[src/hfc_pkg.sv]
// Package for the header-field configuration and receive-status block.
// Assumes one 200 MHz clock domain and an APB register bus with 32-bit data.
package hfc_pkg;

	// Register byte offsets
	localparam logic [7:0] HFC_OFS_CODE_QUAD_DIFF = 8'h44;
	localparam logic [7:0] HFC_OFS_CODE_WALSH_BIN = 8'h48;
	localparam logic [7:0] HFC_OFS_CODE_WALSH_QUAD = 8'h4C;
	localparam logic [7:0] HFC_OFS_TX_RATE = 8'h50;
	localparam logic [7:0] HFC_OFS_TX_SERVICE = 8'h54;
	localparam logic [7:0] HFC_OFS_TX_LEN_HIGH = 8'h58;
	localparam logic [7:0] HFC_OFS_TX_LEN_LOW = 8'h5C;
	localparam logic [7:0] HFC_OFS_RX_STATUS = 8'h60;
	localparam logic [7:0] HFC_OFS_RX_SERVICE = 8'h64;
	localparam logic [7:0] HFC_OFS_RX_LEN_HIGH = 8'h68;
	localparam logic [7:0] HFC_OFS_RX_LEN_LOW = 8'h6C;

	// Reset values: nominal protocol codes, everything else zero
	localparam logic [7:0] HFC_RST_CODE_QUAD_DIFF = 8'h14;
	localparam logic [7:0] HFC_RST_CODE_WALSH_BIN = 8'h37;
	localparam logic [7:0] HFC_RST_CODE_WALSH_QUAD = 8'h6E;
	localparam logic [7:0] HFC_RST_ZERO = 8'h00;

	// Rate encoding shared by transmit setting and receive status
	localparam logic [1:0] HFC_RATE_1M = 2'h0;
	localparam logic [1:0] HFC_RATE_2M = 2'h1;
	localparam logic [1:0] HFC_RATE_5M5 = 2'h2;
	localparam logic [1:0] HFC_RATE_11M = 2'h3;

	// Receive status field positions
	localparam int HFC_ST_RATE_LSB = 6;
	localparam int HFC_ST_ACQ = 5;
	localparam int HFC_ST_SFD = 4;
	localparam int HFC_ST_SIG_OK = 3;
	localparam int HFC_ST_CRC_OK = 2;
	localparam int HFC_ST_ANT_A = 1;
	localparam int HFC_ST_ZERO = 0;
	localparam int HFC_RATE_MSB = 1;

	// Rate setting must precede its use in the frame by this much
	localparam int HFC_TX_RATE_SETUP_NS = 2000;
	localparam int HFC_CLK_PERIOD_NS = 5;
	localparam int HFC_TX_RATE_SETUP_CYC = (HFC_TX_RATE_SETUP_NS + HFC_CLK_PERIOD_NS - 1)
		/ HFC_CLK_PERIOD_NS;

	// Events from the receive header parser, same clock domain
	typedef struct packed {
		logic carrier_acq;
		logic sfd_found;
		logic sig_stb;
		logic [7:0] sig_byte;
		logic svc_stb;
		logic [7:0] svc_byte;
		logic len_hi_stb;
		logic len_lo_stb;
		logic [7:0] len_byte;
		logic crc_stb;
		logic crc_ok;
		logic antenna_a;
	} hfc_rx_evt_s;

	// Header fields handed to the transmit framer
	typedef struct packed {
		logic [7:0] signal;
		logic [7:0] service;
		logic [15:0] length;
	} hfc_tx_hdr_s;

endpackage : hfc_pkg

[src/hfc_header_field.sv]
// Header-field configuration and receive-status registers behind an APB slave.
// Assumes the receive parser and the controller's enable run on i_sys_clk.
//
// Functional notes
// [RULE1] Keep 2 Mbps code, send when selected
// [RULE2] Keep 5.5 Mbps code, send when selected
// [RULE3] Keep 11 Mbps code, send when selected
// [RULE4] Compare received signal byte with stored codes
// [RULE5] Rate bits 1:0 select transmitted code
// [RULE6] Controller sets rate 2us before use
// [RULE7] Rate bits 7:2 stored, otherwise unused
// [RULE8] Insert programmed service value in header
// [RULE9] Controller should program service as zero
// [RULE10] Length from high and low bytes
// [RULE11] Status 7:6 report detected rate code
// [RULE12] Status 5 carrier acquired, cleared when disabled
// [RULE13] Status 4 delimiter found, cleared when disabled
// [RULE14] Status 3 signal valid on code match
// [RULE15] Status 2 header CRC valid, cleared disabled
// [RULE16] Status 1 antenna at last valid CRC
// [RULE17] Receive status register is read only
// [RULE18] Capture received service byte for reading
// [RULE19] Capture received length bytes for reading
// [RULE20] Rate 00 sends external 1 Mbps code
// [RULE21] Status bit 0 reads zero
//
// Design decision made here: the APB slave port.
`timescale 1ns/1ps
`default_nettype none

module hfc_header_field
	import hfc_pkg::*;
(
	// Clock, reset, enable
	input wire logic i_sys_clk,
	input wire logic i_rst,
	input wire logic i_ce,
	// APB slave
	input wire logic i_psel,
	input wire logic i_penable,
	input wire logic i_pwrite,
	input wire logic [7:0] i_paddr,
	input wire logic [31:0] i_pwdata,
	output logic [31:0] o_prdata,
	output logic o_pready,
	output logic o_pslverr,
	// Controller and receive parser
	input wire logic i_receive_path_enable,
	input wire hfc_rx_evt_s i_rx_evt,
	// Transmit framer
	input wire logic [7:0] i_code_diff_binary,
	output hfc_tx_hdr_s o_tx_hdr
);

	// Configuration registers
	logic [7:0] code_quad_diff_q;
	logic [7:0] code_walsh_bin_q;
	logic [7:0] code_walsh_quad_q;
	logic [7:0] tx_rate_q;
	logic [7:0] tx_service_q;
	logic [7:0] tx_len_high_q;
	logic [7:0] tx_len_low_q;
	// Receive status registers
	logic [1:0] rx_rate_q;
	logic rx_acq_q;
	logic rx_sfd_q;
	logic rx_sig_ok_q;
	logic rx_crc_ok_q;
	logic rx_ant_a_q;
	logic [7:0] rx_service_q;
	logic [7:0] rx_len_high_q;
	logic [7:0] rx_len_low_q;
	// Bus and match signals
	logic wr_en;
	logic access_wait;
	logic [31:0] rd_d;
	logic map_hit_d;
	logic ro_hit_d;
	logic [7:0] sel_code_d;
	logic sig_match_d;
	logic [1:0] sig_rate_d;
	logic [7:0] rx_status;

	// Write is committed only at the edge where the master sees pready high
	assign wr_en = i_psel && i_penable && i_pwrite && o_pready && !o_pslverr;
	assign access_wait = i_psel && i_penable && !o_pready;

	// Received signal byte against the external code and the three stored codes
	always_comb
	begin
		sig_match_d = 1'b1;
		sig_rate_d = HFC_RATE_1M;
		if (i_rx_evt.sig_byte == i_code_diff_binary) // [RULE4]
			sig_rate_d = HFC_RATE_1M;
		else if (i_rx_evt.sig_byte == code_quad_diff_q)
			sig_rate_d = HFC_RATE_2M;
		else if (i_rx_evt.sig_byte == code_walsh_bin_q)
			sig_rate_d = HFC_RATE_5M5;
		else if (i_rx_evt.sig_byte == code_walsh_quad_q)
			sig_rate_d = HFC_RATE_11M;
		else
			sig_match_d = 1'b0;
	end

	// Transmit code selection from the two low rate bits only
	always_comb
	begin
		case (tx_rate_q[HFC_RATE_MSB:0]) // [RULE5] [RULE7]
			HFC_RATE_1M: sel_code_d = i_code_diff_binary; // [RULE20]
			HFC_RATE_2M: sel_code_d = code_quad_diff_q; // [RULE1]
			HFC_RATE_5M5: sel_code_d = code_walsh_bin_q; // [RULE2]
			HFC_RATE_11M: sel_code_d = code_walsh_quad_q; // [RULE3]
			default: sel_code_d = i_code_diff_binary;
		endcase
	end

	// Receive status byte as software sees it
	always_comb
	begin
		rx_status = HFC_RST_ZERO;
		rx_status[HFC_ST_RATE_LSB +: 2] = rx_rate_q; // [RULE11]
		rx_status[HFC_ST_ACQ] = rx_acq_q;
		rx_status[HFC_ST_SFD] = rx_sfd_q;
		rx_status[HFC_ST_SIG_OK] = rx_sig_ok_q;
		rx_status[HFC_ST_CRC_OK] = rx_crc_ok_q;
		rx_status[HFC_ST_ANT_A] = rx_ant_a_q;
		rx_status[HFC_ST_ZERO] = 1'b0; // [RULE21]
	end

	// Read mux and address decode; upper data bits read as zero
	always_comb
	begin
		rd_d = '0;
		map_hit_d = 1'b1;
		ro_hit_d = 1'b0;
		case (i_paddr)
			HFC_OFS_CODE_QUAD_DIFF: rd_d[7:0] = code_quad_diff_q;
			HFC_OFS_CODE_WALSH_BIN: rd_d[7:0] = code_walsh_bin_q;
			HFC_OFS_CODE_WALSH_QUAD: rd_d[7:0] = code_walsh_quad_q;
			HFC_OFS_TX_RATE: rd_d[7:0] = tx_rate_q;
			HFC_OFS_TX_SERVICE: rd_d[7:0] = tx_service_q;
			HFC_OFS_TX_LEN_HIGH: rd_d[7:0] = tx_len_high_q;
			HFC_OFS_TX_LEN_LOW: rd_d[7:0] = tx_len_low_q;
			HFC_OFS_RX_STATUS:
			begin
				rd_d[7:0] = rx_status;
				ro_hit_d = 1'b1;
			end
			HFC_OFS_RX_SERVICE:
			begin
				rd_d[7:0] = rx_service_q;
				ro_hit_d = 1'b1;
			end
			HFC_OFS_RX_LEN_HIGH:
			begin
				rd_d[7:0] = rx_len_high_q;
				ro_hit_d = 1'b1;
			end
			HFC_OFS_RX_LEN_LOW:
			begin
				rd_d[7:0] = rx_len_low_q;
				ro_hit_d = 1'b1;
			end
			default: map_hit_d = 1'b0;
		endcase
	end

	// APB answer: one wait state so that data and ready come from flops
	always_ff @(posedge i_sys_clk)
	begin
		if (i_rst)
		begin
			o_pready <= 1'b0;
			o_pslverr <= 1'b0;
			o_prdata <= '0;
		end
		else if (i_ce)
		begin
			o_pready <= access_wait;
			// Writes to read-only status are refused, so they cannot corrupt it
			o_pslverr <= access_wait && (!map_hit_d || (i_pwrite && ro_hit_d)); // [RULE17]
			o_prdata <= (access_wait && !i_pwrite) ? rd_d : '0;
		end
	end

	// Configuration writes; the low byte lane carries the register
	always_ff @(posedge i_sys_clk)
	begin
		if (i_rst)
		begin
			code_quad_diff_q <= HFC_RST_CODE_QUAD_DIFF;
			code_walsh_bin_q <= HFC_RST_CODE_WALSH_BIN;
			code_walsh_quad_q <= HFC_RST_CODE_WALSH_QUAD;
			tx_rate_q <= HFC_RST_ZERO;
			tx_service_q <= HFC_RST_ZERO;
			tx_len_high_q <= HFC_RST_ZERO;
			tx_len_low_q <= HFC_RST_ZERO;
		end
		else if (i_ce && wr_en)
		begin
			case (i_paddr)
				HFC_OFS_CODE_QUAD_DIFF: code_quad_diff_q <= i_pwdata[7:0]; // [RULE1]
				HFC_OFS_CODE_WALSH_BIN: code_walsh_bin_q <= i_pwdata[7:0]; // [RULE2]
				HFC_OFS_CODE_WALSH_QUAD: code_walsh_quad_q <= i_pwdata[7:0]; // [RULE3]
				HFC_OFS_TX_RATE: tx_rate_q <= i_pwdata[7:0]; // [RULE7]
				HFC_OFS_TX_SERVICE: tx_service_q <= i_pwdata[7:0]; // [RULE8]
				HFC_OFS_TX_LEN_HIGH: tx_len_high_q <= i_pwdata[7:0]; // [RULE10]
				HFC_OFS_TX_LEN_LOW: tx_len_low_q <= i_pwdata[7:0]; // [RULE10]
				default: ;
			endcase
		end
	end

	// Header fields to the framer, registered so the outputs come from flops.
	// The controller must settle the rate well ahead of the signal field.
	always_ff @(posedge i_sys_clk)
	begin
		if (i_rst)
			o_tx_hdr <= '0;
		else if (i_ce)
		begin
			o_tx_hdr.signal <= sel_code_d; // [RULE5]
			o_tx_hdr.service <= tx_service_q; // [RULE8]
			o_tx_hdr.length <= {tx_len_high_q, tx_len_low_q}; // [RULE10]
		end
	end

	// Search flags: held clear while the receive path is off, clear wins then
	always_ff @(posedge i_sys_clk)
	begin
		if (i_rst)
		begin
			rx_acq_q <= 1'b0;
			rx_sfd_q <= 1'b0;
		end
		else if (i_ce)
		begin
			if (!i_receive_path_enable)
			begin
				rx_acq_q <= 1'b0; // [RULE12]
				rx_sfd_q <= 1'b0; // [RULE13]
			end
			else
			begin
				if (i_rx_evt.carrier_acq)
					rx_acq_q <= 1'b1; // [RULE12]
				if (i_rx_evt.sfd_found)
					rx_sfd_q <= 1'b1; // [RULE13]
			end
		end
	end

	// Signal field result; the detected rate keeps its last value when off
	always_ff @(posedge i_sys_clk)
	begin
		if (i_rst)
		begin
			rx_rate_q <= HFC_RATE_1M;
			rx_sig_ok_q <= 1'b0;
		end
		else if (i_ce)
		begin
			if (!i_receive_path_enable)
				rx_sig_ok_q <= 1'b0; // [RULE14]
			else if (i_rx_evt.sig_stb)
			begin
				rx_sig_ok_q <= sig_match_d; // [RULE14]
				if (sig_match_d)
					rx_rate_q <= sig_rate_d; // [RULE11]
			end
		end
	end

	// Header CRC and antenna; antenna only follows a valid CRC
	always_ff @(posedge i_sys_clk)
	begin
		if (i_rst)
		begin
			rx_crc_ok_q <= 1'b0;
			rx_ant_a_q <= 1'b0;
		end
		else if (i_ce)
		begin
			if (!i_receive_path_enable)
				rx_crc_ok_q <= 1'b0; // [RULE15]
			else if (i_rx_evt.crc_stb)
			begin
				rx_crc_ok_q <= i_rx_evt.crc_ok; // [RULE15]
				if (i_rx_evt.crc_ok)
					rx_ant_a_q <= i_rx_evt.antenna_a; // [RULE16]
			end
		end
	end

	// Received service and length bytes, captured while receiving
	always_ff @(posedge i_sys_clk)
	begin
		if (i_rst)
		begin
			rx_service_q <= HFC_RST_ZERO;
			rx_len_high_q <= HFC_RST_ZERO;
			rx_len_low_q <= HFC_RST_ZERO;
		end
		else if (i_ce && i_receive_path_enable)
		begin
			if (i_rx_evt.svc_stb)
				rx_service_q <= i_rx_evt.svc_byte; // [RULE18]
			if (i_rx_evt.len_hi_stb)
				rx_len_high_q <= i_rx_evt.len_byte; // [RULE19]
			if (i_rx_evt.len_lo_stb)
				rx_len_low_q <= i_rx_evt.len_byte; // [RULE19]
		end
	end

	// Checks on the status, transmit and APB paths
	enable_clear_a: assert property (@(posedge i_sys_clk) disable iff (i_rst) // [RULE12]
		(i_ce && !i_receive_path_enable) |=> (rx_status[HFC_ST_ACQ:HFC_ST_CRC_OK] == 4'h0))
		else $error("status flags not cleared while receive disabled");

	acq_set_a: assert property (@(posedge i_sys_clk) disable iff (i_rst) // [RULE12]
		(i_ce && i_receive_path_enable && i_rx_evt.carrier_acq) |=> rx_acq_q)
		else $error("carrier acquired flag not set");

	sfd_set_a: assert property (@(posedge i_sys_clk) disable iff (i_rst) // [RULE13]
		(i_ce && i_receive_path_enable && i_rx_evt.sfd_found) |=> rx_sfd_q)
		else $error("delimiter flag not set");

	sig_match_a: assert property (@(posedge i_sys_clk) disable iff (i_rst) // [RULE14]
		(i_ce && i_receive_path_enable && i_rx_evt.sig_stb
		&& i_rx_evt.sig_byte == code_walsh_quad_q && i_rx_evt.sig_byte != i_code_diff_binary
		&& i_rx_evt.sig_byte != code_quad_diff_q && i_rx_evt.sig_byte != code_walsh_bin_q)
		|=> (rx_sig_ok_q && rx_rate_q == HFC_RATE_11M))
		else $error("stored code match not reported");

	crc_ant_a: assert property (@(posedge i_sys_clk) disable iff (i_rst) // [RULE16]
		(i_ce && i_receive_path_enable && i_rx_evt.crc_stb && i_rx_evt.crc_ok)
		|=> (rx_crc_ok_q && rx_ant_a_q == $past(i_rx_evt.antenna_a)))
		else $error("crc valid or antenna not recorded");

	ant_hold_a: assert property (@(posedge i_sys_clk) disable iff (i_rst) // [RULE16]
		!(i_ce && i_rx_evt.crc_stb && i_rx_evt.crc_ok && i_receive_path_enable)
		|=> $stable(rx_ant_a_q))
		else $error("antenna changed without valid crc");

	tx_sel_a: assert property (@(posedge i_sys_clk) disable iff (i_rst) // [RULE5]
		(i_ce && tx_rate_q[HFC_RATE_MSB:0] == HFC_RATE_5M5)
		|=> (o_tx_hdr.signal == $past(code_walsh_bin_q)))
		else $error("wrong signalling code for rate setting");

	tx_len_a: assert property (@(posedge i_sys_clk) disable iff (i_rst) // [RULE10]
		i_ce |=> (o_tx_hdr.length == {$past(tx_len_high_q), $past(tx_len_low_q)}))
		else $error("transmit length not formed from both bytes");

	ro_status_a: assert property (@(posedge i_sys_clk) disable iff (i_rst) // [RULE17]
		(i_ce && access_wait && i_pwrite && i_paddr == HFC_OFS_RX_STATUS) |=> (o_pready && o_pslverr))
		else $error("write to status not refused");

	apb_ready_a: assert property (@(posedge i_sys_clk) disable iff (i_rst)
		(i_ce && o_pready) |=> !o_pready)
		else $error("pready held beyond one cycle");

	status_zero_a: assert property (@(posedge i_sys_clk) disable iff (i_rst) // [RULE21]
		(o_pready && !i_pwrite && i_paddr == HFC_OFS_RX_STATUS) |-> (o_prdata[0] == 1'b0))
		else $error("status bit 0 not zero");

	full_hdr_c: cover property (@(posedge i_sys_clk) disable iff (i_rst)
		rx_acq_q && rx_sfd_q && rx_sig_ok_q && rx_crc_ok_q);
	bad_sig_c: cover property (@(posedge i_sys_clk) disable iff (i_rst)
		i_receive_path_enable && i_rx_evt.sig_stb && !sig_match_d);
	rate_11m_c: cover property (@(posedge i_sys_clk) disable iff (i_rst)
		tx_rate_q[HFC_RATE_MSB:0] == HFC_RATE_11M);
	slverr_c: cover property (@(posedge i_sys_clk) disable iff (i_rst)
		o_pready && o_pslverr);

endmodule : hfc_header_field

`default_nettype wire

[config.mk]
export PLATFORM = sky130hd
export DESIGN_NAME = hfc_header_field
export DESIGN_NICKNAME = d
export VERILOG_FILES = /design/src/hfc_pkg.sv /design/src/hfc_header_field.sv
export SDC_FILE = /design/constraint.sdc
export NUM_CORES = 1
export LEC_CHECK = 0
export BUFFER_PORTS_ARGS = -buffer_cell sky130_fd_sc_hd__buf_4
export CORE_MARGIN = 2
export CORE_UTILIZATION = 25
export DETAILED_ROUTE_END_ITERATION = 16
export GPL_ROUTABILITY_DRIVEN = 0
export SLEW_MARGIN = 20
export SYNTH_ARGS = -nofsm -noshare
export SYNTH_HDL_FRONTEND = slang
export SYNTH_SLANG_ARGS = --single-unit
[constraint.sdc]
create_clock -name i_sys_clk -period 2.55 [get_ports i_sys_clk]
set_clock_uncertainty 0.1 [all_clocks]
set_input_delay 0.51 -clock i_sys_clk [delete_from_list [all_inputs] [get_ports i_sys_clk]]
set_output_delay 0.51 -clock i_sys_clk [all_outputs]
set_load 0.005 [all_outputs]
# [Word-level counts from Yosys, hierarchy flattened]
# Index checks and enable logic that the tools add are counted.
[word_totals] ff_bits=153 input_bits=88 output_inout_bits=66 wordCells=99
[classes] eq_ne=22 n_mux=21 reduce_logical=34
[ops] cell="$eq A8 B7 Y1 const B" count=11
[ops] cell="$pmux W8 S11" count=1
[ops] cell="$eq A8 B8 Y1" count=4
[ops] cell="$pmux W8 S4" count=1
[ops] cell="$reduce_and A2 Y1" count=14
[ops] cell="$mux W1" count=14
[ops] cell="$reduce_or A11 Y1" count=1
[ops] cell="$logic_and A1 B1 Y1" count=10
[ops] cell="$mux W2" count=4
[ops] cell="$mux W8" count=1
[ops] cell="$ne A2 B1 Y1 const B" count=4
[ops] cell="$reduce_and A4 Y1" count=2
[ops] cell="$eq A2 B2 Y1 const B" count=2
[ops] cell="$logic_not A1 Y1" count=4
[ops] cell="$reduce_or A4 Y1" count=1
[ops] cell="$eq A2 B1 Y1 const B" count=1
[ops] cell="$logic_not A2 Y1" count=1
[ops] cell="$logic_or A1 B1 Y1" count=1

# [Depth between registers and ports, before layout]
# Gate-level depths: netlist of run 1.
[logic_depth] depth_word=7 ltp_mapped=7 depth_no_buf=5

# [Worst setup path before layout of run 1]
# Ideal clock, no wire load.
[synth_path] path_kind="input to register" startpoint="input i_ce" endpoint="register tx_rate_q[0]" t_arrival_ns=1.749 t_required_ns=2.322 setup_slack_ns=0.573 stages=6 n_path_buf=1 cell_sequence="buf_2 -> and4b_1 -> nand4_4 -> nor3_4 -> mux2i_1 -> nor2_1"
[synth_between] elab_chain_cells=2
[synth_rtl] element="start, declared" line="hfc_header_field.sv:37" text="input wire logic i_ce,"
[synth_rtl] element="$logic_and A1 B1 Y1" line="hfc_header_field.sv:199" text="else if (i_ce && wr_en)"
[synth_rtl] element="$reduce_and A2 Y1 (no source line)"
[synth_rtl] element="end signal, assigned" line="hfc_header_field.sv:205" text="HFC_OFS_TX_RATE: tx_rate_q <= i_pwdata[7:0];"
[synth_rtl] element="end, declared" line="hfc_header_field.sv:59" text="logic [7:0] tx_rate_q;"
# Every way passes these cells.
# A chain may end at the register's enable or synchronous reset.

# [Worst setup path after layout of run 1]
[layout_path] startpoint="register code_walsh_bin_q[2]" endpoint="register rx_rate_q[0]"
[layout_between] elab_chain_cells=5 word_cells_on_any_way=8
[layout_rtl] element="start, declared" line="hfc_header_field.sv:57" text="logic [7:0] code_walsh_bin_q;"
[layout_rtl] element="start signal, assigned" line="hfc_header_field.sv:203" text="HFC_OFS_CODE_WALSH_BIN: code_walsh_bin_q <= i_pwdata[7:0];"
[layout_rtl] element="$eq A8 B8 Y1 (*)" line="hfc_header_field.sv:97" text="else if (i_rx_evt.sig_byte == code_walsh_bin_q)"
[layout_rtl] element="$mux W1" line="hfc_header_field.sv:97"
[layout_rtl] element="$mux W1" line="hfc_header_field.sv:95" text="else if (i_rx_evt.sig_byte == code_quad_diff_q)"
[layout_rtl] element="$mux W1" line="hfc_header_field.sv:93" text="if (i_rx_evt.sig_byte == i_code_diff_binary)"
[layout_rtl] element="$reduce_and A4 Y1 (no source line)"
[layout_rtl] element="end signal, assigned" line="hfc_header_field.sv:269" text="rx_rate_q <= sig_rate_d;"
[layout_rtl] element="end, declared" line="hfc_header_field.sv:64" text="logic [1:0] rx_rate_q;"
# Every way passes the cells marked *; elsewhere a longest branch is shown, timed or not.

==> results of run 1 <==
-- power by group through the flow --
stage          registers, mW  logic [mW]  clock network [mW]
3_3_place_gp            2.10       0.421                   0
6_report                2.06       0.426                2.62
5_1_grt                 2.06       0.460                2.74
4_1_cts                 2.06       0.425                2.66
3_5_place_dp            2.10       0.423                   0
2_1_floorplan           2.09       0.244                   0
-- critical path, cell delays in order, from the launching register on --
cell and delay [ps]:
dfxtp_1 460, xor2_1 190, nor4_1 90, a22o_1 240, o31ai_1 560, a221oi_1 150
-- cell usage in the layout (no fill, tap or decap), drive strengths merged, types with 2 or more instances in the layout --
master    Yosys  layout
nand4        10      10
a221oi        8       8
buf          41     128
a22o          3       3
clkbuf       20      22
xnor2        16      16
bufinv        0       3
nor4b         2       2
a311oi        2       2
nor4          6       6
conb          1      24
and3          2       2
inv           6       8
nand2        44      44
a32oi         2       2
or3           2       2
o221ai        2       2
clkinvlp      0       3
o22ai         6       6
mux2i       126     126
dfxtp       129     129
a2bb2oi       2       2
o21ai        19      19
a31oi         2       2
o31ai         2       2
nor3         11      11
clkinv        0       2
nand3        17      17
xor2         16      16
a21oi        18      18
mux2          3       3
nor2b         7       7
mux4          8       8
a22oi         8       8
a2111oi       2       2
nor2        111     111
-- cells by family (layout without fill, tap and decap cells) --
family / count (synthesis) / after routing / share of synthesized area (%)
AOI/OAI and AO/OA: 85 / 85 / 8.90
xor gates and xnor gates: 32 / 32 / 4.37
buffers and inverters: 67 / 166 / 5.72
DFF: 129 / 129 / 40.3
muxes: 137 / 137 / 23.0
other: 1 / 24 / 0.0585
and+or+nand+nor: 220 / 220 / 17.6
-- layout make-up --
type	instances	area [µm²]
clock buffer	22	484
clock inverter	10	148
fill	2620	17000
inverter	6	22.5
multi-input combinational	498	3550
sequential	129	2580
tap	330	413
timing repair buffer	128	961
-- metal layers --
metal	routed length, µm	part of all wire (%)	vias up
met5	0	0	-
met4	520	2.5	0
met3	1740	8.4	42
met2	9120	44	245
met1	9330	45	2466
li1	-	-	2578
-- path summary, 6_finish.rpt --
check	from	endpoint	slack, ps	cells past startpoint
worst max-delay path	code_walsh_bin_q[2]	rx_rate_q[0]	590	5
worst min-delay path	i_rx_evt[19]	rx_service_q[6]	210	3
worst max register to register	code_walsh_bin_q[2]	rx_rate_q[0]	590	5
worst min register to register	rx_crc_ok_q	rx_crc_ok_q	350	2
==> results.cfg, run 1 <==
[outcome]
outcome = complete, no violations

[clock_tree]
path_clk_slew_ps = 60
clk_latency_ps = 430
cts_resized = 0
hold_buffers = 0
clockBufferDepth = 2
cts-root-buf = clkbuf_16
cts_tree = yes
cts_made_buffers = 17
cts_sinks = 129
htreeDepth = 4
cts_setup_buffers = 0

[grt]
grt_max_degree = 45
grt_use_total_pct = 15.5
met1_usage_pct = 20.6
grt_util_met3_pct = 4.75
top_usage_layer = met2
grt_use_met2_pct = 23.6
antenna_found_initial = 0
grt_pass1_vias = 5120
gr-total-overflow = 0
grt_pass1_wl_um = 31000

[place]
dpl.cell_count = 1091
numPortBuffers = 105
place_ws_ps = 258
dp_hpwl_um = 15600
dpl_cell_area_mm2 = 0.00753

[logic_synthesis]
post-synth-top-area-cell = dfxtp_1
yosysSeqAreaShare_pct = 40.3
ys_ff_latch = 129
netlist_instances = 671
netlist.area_leader.share_pct = 40.3
synth.distinct_cells = 57
synth_commonest_cells = dfxtp_1, mux2i_1, nor2_1
avgSynthCellArea_um2 = 9.55
async_flop_share_pct = 0
yosys-top-cells-area = dfxtp_1, mux2i_1, nor2_1
synth_most_common_cell = dfxtp_1
syn_area_mm2 = 0.00641
synth_warnings = 0
synth_edf_count = 0
synth_ff_type = dfxtp_1

[sta]
finalSetupViolations = 0
fin_hold_ws_ps = 213
period_minus_slack_ps = 1960
min_period_over_period_pct = 76.8
relSlewSlack_pct = 55.6
worst_pin_slew_ps = 660
rsz0062_at_grt = no
fin_tns_setup_ps = 0
final-hold-violation-count = 0
fmax_ghz = 0.511
setup_slack_ps = 592
slew_violations = 0

[route]
routed_wl_um = 20700
drt_iter0_markers = 498
antenna_left = 0
vias = 5331
wl_per_cell_um = 18.4
viasPerCell = 4.75
drcViolationCount = 0
dr.pass1.iters = 5

[finish]
instances_no_fill = 1123
diodes = 0
largest-register = o_tx_hdr
fin_util_pct = 32.4
area_growth_pct = 27.3
fin_area_mm2 = 0.00816
largest_register_ffs = 32
nets = 868
drive_gt1_share_pct = 23.2

[pwr]
p_seq_share_pct = 40.3
p_clk_share_pct = 51.4
fin_total_pwr_mw = 5.10
netSwitchingPower_mw = 1.23
p_comb_share_pct = 8.3
switching_share_pct = 24.1
internal_power_mw = 3.87
power_density_mw_per_mm2 = 625
irDropWorstVdd_uv = 373
leakage_nw = 3.34

[setup_path]
startpoint_type = flip-flop
crit_path_end_kind = flip-flop
crit_fanout = 4
arrival_ps = 2130
crit_type = reg2reg
critPathRequiredTime_ps = 2720

[floorplanning]
core_mm2 = 0.0252
io_pins = 154
chipWidth_um = 164
die_y_um = 164
row_count = 58
die_area_mm2 = 0.0269
floorplan.initialDensity_pct = 25.5

[job]
cap_violations = 0

[worst_hold_path]
min_path_type = in2reg
No activity file was read; power rests on OpenSTA's default activity.
==> run 2, diff against run 1 <==
==> constraint.sdc (replaced) <==
create_clock -name i_sys_clk -period 1.6 [get_ports i_sys_clk]
set_clock_uncertainty 0.1 [all_clocks]
set_input_delay 0.32 -clock i_sys_clk [delete_from_list [all_inputs] [get_ports i_sys_clk]]
set_output_delay 0.32 -clock i_sys_clk [all_outputs]
set_load 0.005 [all_outputs]
==> results.cfg, run 2 (synthesized netlist as in run 1, its figures left out) <==
[outcome]
outcome = complete, but fails checks
violations = setup timing

[setup_path]
crit_fanout = 8
arrival_ps = 1900
path_delay_family = simple AND/OR/NAND/NOR gates
max_stage_delay_ps = 350
path_buf_inv = 2
crit_start = o_pslverr
r2r-start = o_pslverr
critPathRequiredTime_ps = 1800
cp_cell_sequence = and4b_2, nand4_4, buf_6, nor2_4, buf_12, mux2i_1, nor2_1
cp_slowest_cell = and4b_2
crit_type = reg2reg
crit_path_end_kind = flip-flop
startpoint_type = flip-flop

[sta]
fmax_ghz = 0.587
min_period_over_period_pct = 106
rsz0062_at_grt = yes
finalSetupViolations = 56
slew_violations = 0
fin_tns_setup_ps = -3560
period_minus_slack_ps = 1700
fin_hold_ws_ps = 34.9
setup_slack_ps = -103
final-hold-violation-count = 0

[finish]
fin_area_mm2 = 0.00921
final_common_cell = buf_4
largest-register = o_tx_hdr
fin_util_pct = 36.6
nets = 960
largest_register_ffs = 32
nFillCells = 2510
diodes = 0
regArea_mm2 = 0.00260
area_growth_pct = 43.7
multi_input_comb_area_mm2 = 0.00382
drive_gt1_share_pct = 37.2
most-common-layout-cells = buf_4, mux2i_1, dfxtp_1

[pwr]
irDropWorstVdd_uv = 567
leakage_nw = 3.86
power_density_mw_per_mm2 = 859

[worst_hold_path]
hp-start = i_rx_evt[14]
min_path_type = in2reg

[route]
wl_per_cell_um = 18.3
antenna_left = 0
drcViolationCount = 0
vias = 5699
drt_iter0_markers = 418
dr.pass1.iters = 5
viasPerCell = 4.69
routed_wl_um = 22200

[grt]
gr-total-overflow = 0
grt_max_degree = 45
antenna_found_initial = 0
grt_pass1_vias = 5679
grt_use_total_pct = 16.7
grt_pass1_wl_um = 33500

[clock_tree]
htreeDepth = 4
clk_latency_ps = 420
cts_sinks = 129
path_clk_slew_ps = 60
cts-root-buf = clkbuf_16
clockBufferDepth = 2
cts_made_buffers = 17
cts_tree = yes

[floorplanning]
die_area_mm2 = 0.0269
core_mm2 = 0.0252
chipWidth_um = 164
io_pins = 154
floorplan.initialDensity_pct = 25.5
row_count = 58
die_y_um = 164

[place]
dp_hpwl_um = 16800
dpl_cell_area_mm2 = 0.00837
numPortBuffers = 105

[job]
cap_violations = 0
## run 2: cell types whose count changed in the layout (fill, tap and decap cells not counted), moves of 6 or more
cell	delta
a221oi_1	-6
dfxtp_2	+13
buf_4	+80
xor2_2	+9
buf_12	+9
xor2_1	-9
dfxtp_1	-13
a221oi_2	+6
## run 2: worst paths after layout
kind                          end  slack [ps]  depth (start not counted)
setup / recovery  tx_len_low_q[4]        -100                          7
hold / removal    rx_service_q[1]          30                          3
setup reg to reg  tx_len_low_q[4]        -100                          7
hold reg to reg       rx_crc_ok_q         360                          2
## run 2: worst register-to-register path, stage by stage (launching register included)
cell,delay [ps]
dfxtp_2,310
and4b_2,350
nand4_4,160
buf_6,160
nor2_4,110
buf_12,150
mux2i_1,180
nor2_1,60
## run 2: per-layer routing
layer | global-route usage, % | routed length (µm)
met5 | 0 | 0
met2 | 26.3 | 10100
met4 | 5.86 | 547
met1 | 22.3 | 10000
met3 | 3.89 | 1530
## run 2: what timing repair did
item / CTS / global route
gates resized for setup: 16 / 41
endpoints found under the setup margin: 58 / 67
pin swaps: 25 / 20
hold buffers: 0 / 0
buffers inserted: 4 / 1
## run 2: cell type report
| type | instances | area share (%) |
|---|---|---|
| multi-input combinational | 498 | 41.5 |
| sequential | 129 | 28.2 |
| timing repair buffer | 220 | 19.3 |
| clock buffer | 19 | 4.92 |
| tap | 330 | 4.48 |
| clock inverter | 13 | 1.34 |
| inverter | 6 | 0.245 |
## run 2: report_power, final
part / internal (mW) / leakage, nW / switching, mW
Combinational: 0.392 / 2.53 / 0.447
Sequential: 3.25 / 1.04 / 0.0251
Clock: 2.25 / 0.283 / 1.55
## run 2: through the flow
step | total power [mW] | instances | setup WS [ps]
final | 7.91 | 1215 | -103
after global routing | 8.21 | 1215 | -197
after CTS | 7.98 | 1215 | -128
after detailed placement | 4.15 | 1179 | -348
after global placement | 4.14 | 1179 | -326
after floorplan | 3.74 | 694 | -151
==> run 3, diff against run 2 <==
--- a/config.mk
+++ b/config.mk
@@ -6,7 +6,6 @@
 export NUM_CORES = 1
 export LEC_CHECK = 0
 export BUFFER_PORTS_ARGS = -buffer_cell sky130_fd_sc_hd__buf_4
-export CORE_MARGIN = 2
 export CORE_UTILIZATION = 25
 export DETAILED_ROUTE_END_ITERATION = 16
 export GPL_ROUTABILITY_DRIVEN = 0
==> constraint.sdc (replaced) <==
create_clock -name i_sys_clk -period 1.5 [get_ports i_sys_clk]
set_clock_uncertainty 0.1 [all_clocks]
set_input_delay 0.3 -clock i_sys_clk [delete_from_list [all_inputs] [get_ports i_sys_clk]]
set_output_delay 0.3 -clock i_sys_clk [all_outputs]
set_load 0.005 [all_outputs]
==> results.cfg, run 3 (synthesized netlist as in run 1, its figures left out) <==
[pwr]
fin_total_pwr_mw = 8.80
irDropWorstVdd_uv = 710
leakage_nw = 3.97
power_density_mw_per_mm2 = 927

[finish]
instances_no_fill = 1230
drive_gt1_share_pct = 39.6
most-common-layout-cells = buf_4, mux2i_1, dfxtp_1
largest-register = o_tx_hdr
nets = 975
final_common_cell = buf_4
fin_area_mm2 = 0.00950
largest_register_ffs = 32
multi_input_comb_area_mm2 = 0.00388
area_growth_pct = 48.2
diodes = 0
regArea_mm2 = 0.00260
nFillCells = 2538

[setup_path]
crit_path_end_kind = flip-flop
crit_type = reg2reg
startpoint_type = flip-flop
rrSetupSlack_ps = -220
critPathRequiredTime_ps = 1760
crit_fanout = 8
arrival_ps = 1980

[clock_tree]
cts_made_buffers = 17
clk_latency_ps = 430
cts_sinks = 129
path_clk_slew_ps = 60
htreeDepth = 4
cts_tree = yes
cts-root-buf = clkbuf_16
clockBufferDepth = 2

[grt]
grt_pass1_vias = 5528
gr-total-overflow = 0
grt_max_degree = 70
grt_use_total_pct = 17.2
antenna_found_initial = 0
grt_pass1_wl_um = 33400

[sta]
slew_violations = 0
final-hold-violation-count = 0
period_minus_slack_ps = 1720
fin_hold_ws_ps = 6.41
finalSetupViolations = 64
fmax_ghz = 0.583
setup_slack_ps = -217
min_period_over_period_pct = 114
rsz0062_at_grt = yes

[route]
antenna_left = 0
wl_per_cell_um = 18.4
drt_iter0_markers = 435
vias = 5864
dr.pass1.iters = 5
routed_wl_um = 22600
viasPerCell = 4.77
drcViolationCount = 0

[floorplanning]
chipWidth_um = 162
io_pins = 154
floorplan.initialDensity_pct = 25.5
die_y_um = 162
core_mm2 = 0.0252
die_area_mm2 = 0.0263
row_count = 58

[place]
numPortBuffers = 105
place_ws_ps = -452
dpl_cell_area_mm2 = 0.00850
dp_hpwl_um = 17200
dpl.cell_count = 1191

[job]
cap_violations = 0

[outcome]
violations = setup timing
outcome = complete, but fails checks

[worst_hold_path]
min_path_type = in2reg
==> run 3: final cells by class <==
cell class                      instances  area share (%)
Clock buffer                           18            4.62
Clock inverter                         14            1.87
Inverter                                6           0.237
Multi-Input combinational cell        498            40.9
Sequential cell                       129            27.4
Tap cell                              330            4.35
Timing Repair Buffer                  235            20.6
==> run 3: timing repair <==
| item | CTS | global route |
|---|---|---|
| buffers inserted | 3 | 4 |
| cloned | 0 | 0 |
| gates resized for setup | 21 | 49 |
| endpoints found under the setup margin | 67 | 71 |
| pin swaps | 19 | 38 |
| hold buffers | 1 | 0 |
| endpoints found under the hold margin | 1 | 0 |
==> run 3: worst paths after layout <==
kind / to / depth (start not counted) / from
worst max register to register: tx_len_high_q[0] / 7 / o_pslverr
worst min register to register: rx_crc_ok_q / 2 / rx_crc_ok_q
worst max-delay path: tx_len_high_q[0] / 7 / o_pslverr
worst min-delay path: rx_service_q[5] / 3 / i_rx_evt[18]
==> run 3: report_power, final <==
part	internal [mW]	switching [mW]
sequential	3.47	0.0286
clock	2.68	1.69
combinational	0.446	0.487
==> run 3: worst max-delay path: stages (launching register included) <==
cell	delay, ps
dfxtp_2	320
and4b_2	350
nand4_4	170
buf_12	190
buf_12	120
nor2_4	200
nand2_1	100
a21oi_2	110
==> run 3: stage by stage <==
stage / setup TNS (ps) / utilization (%)
after floorplan: -10170 / -
after global placement: -20610 / 33.8
after detailed placement: -22140 / 33.8
after CTS: -10850 / 36.7
after global routing: -14370 / 37.7
final: -9520 / 37.7
==> run 3: routing by layer <==
layer,track usage [%],vias to the layer above,wire length (µm)
li1,-,2786,-
met1,23.3,2848,10200
met2,26.6,206,10400
met3,4.21,24,1540
met4,5.62,0,404
met5,0,-,0
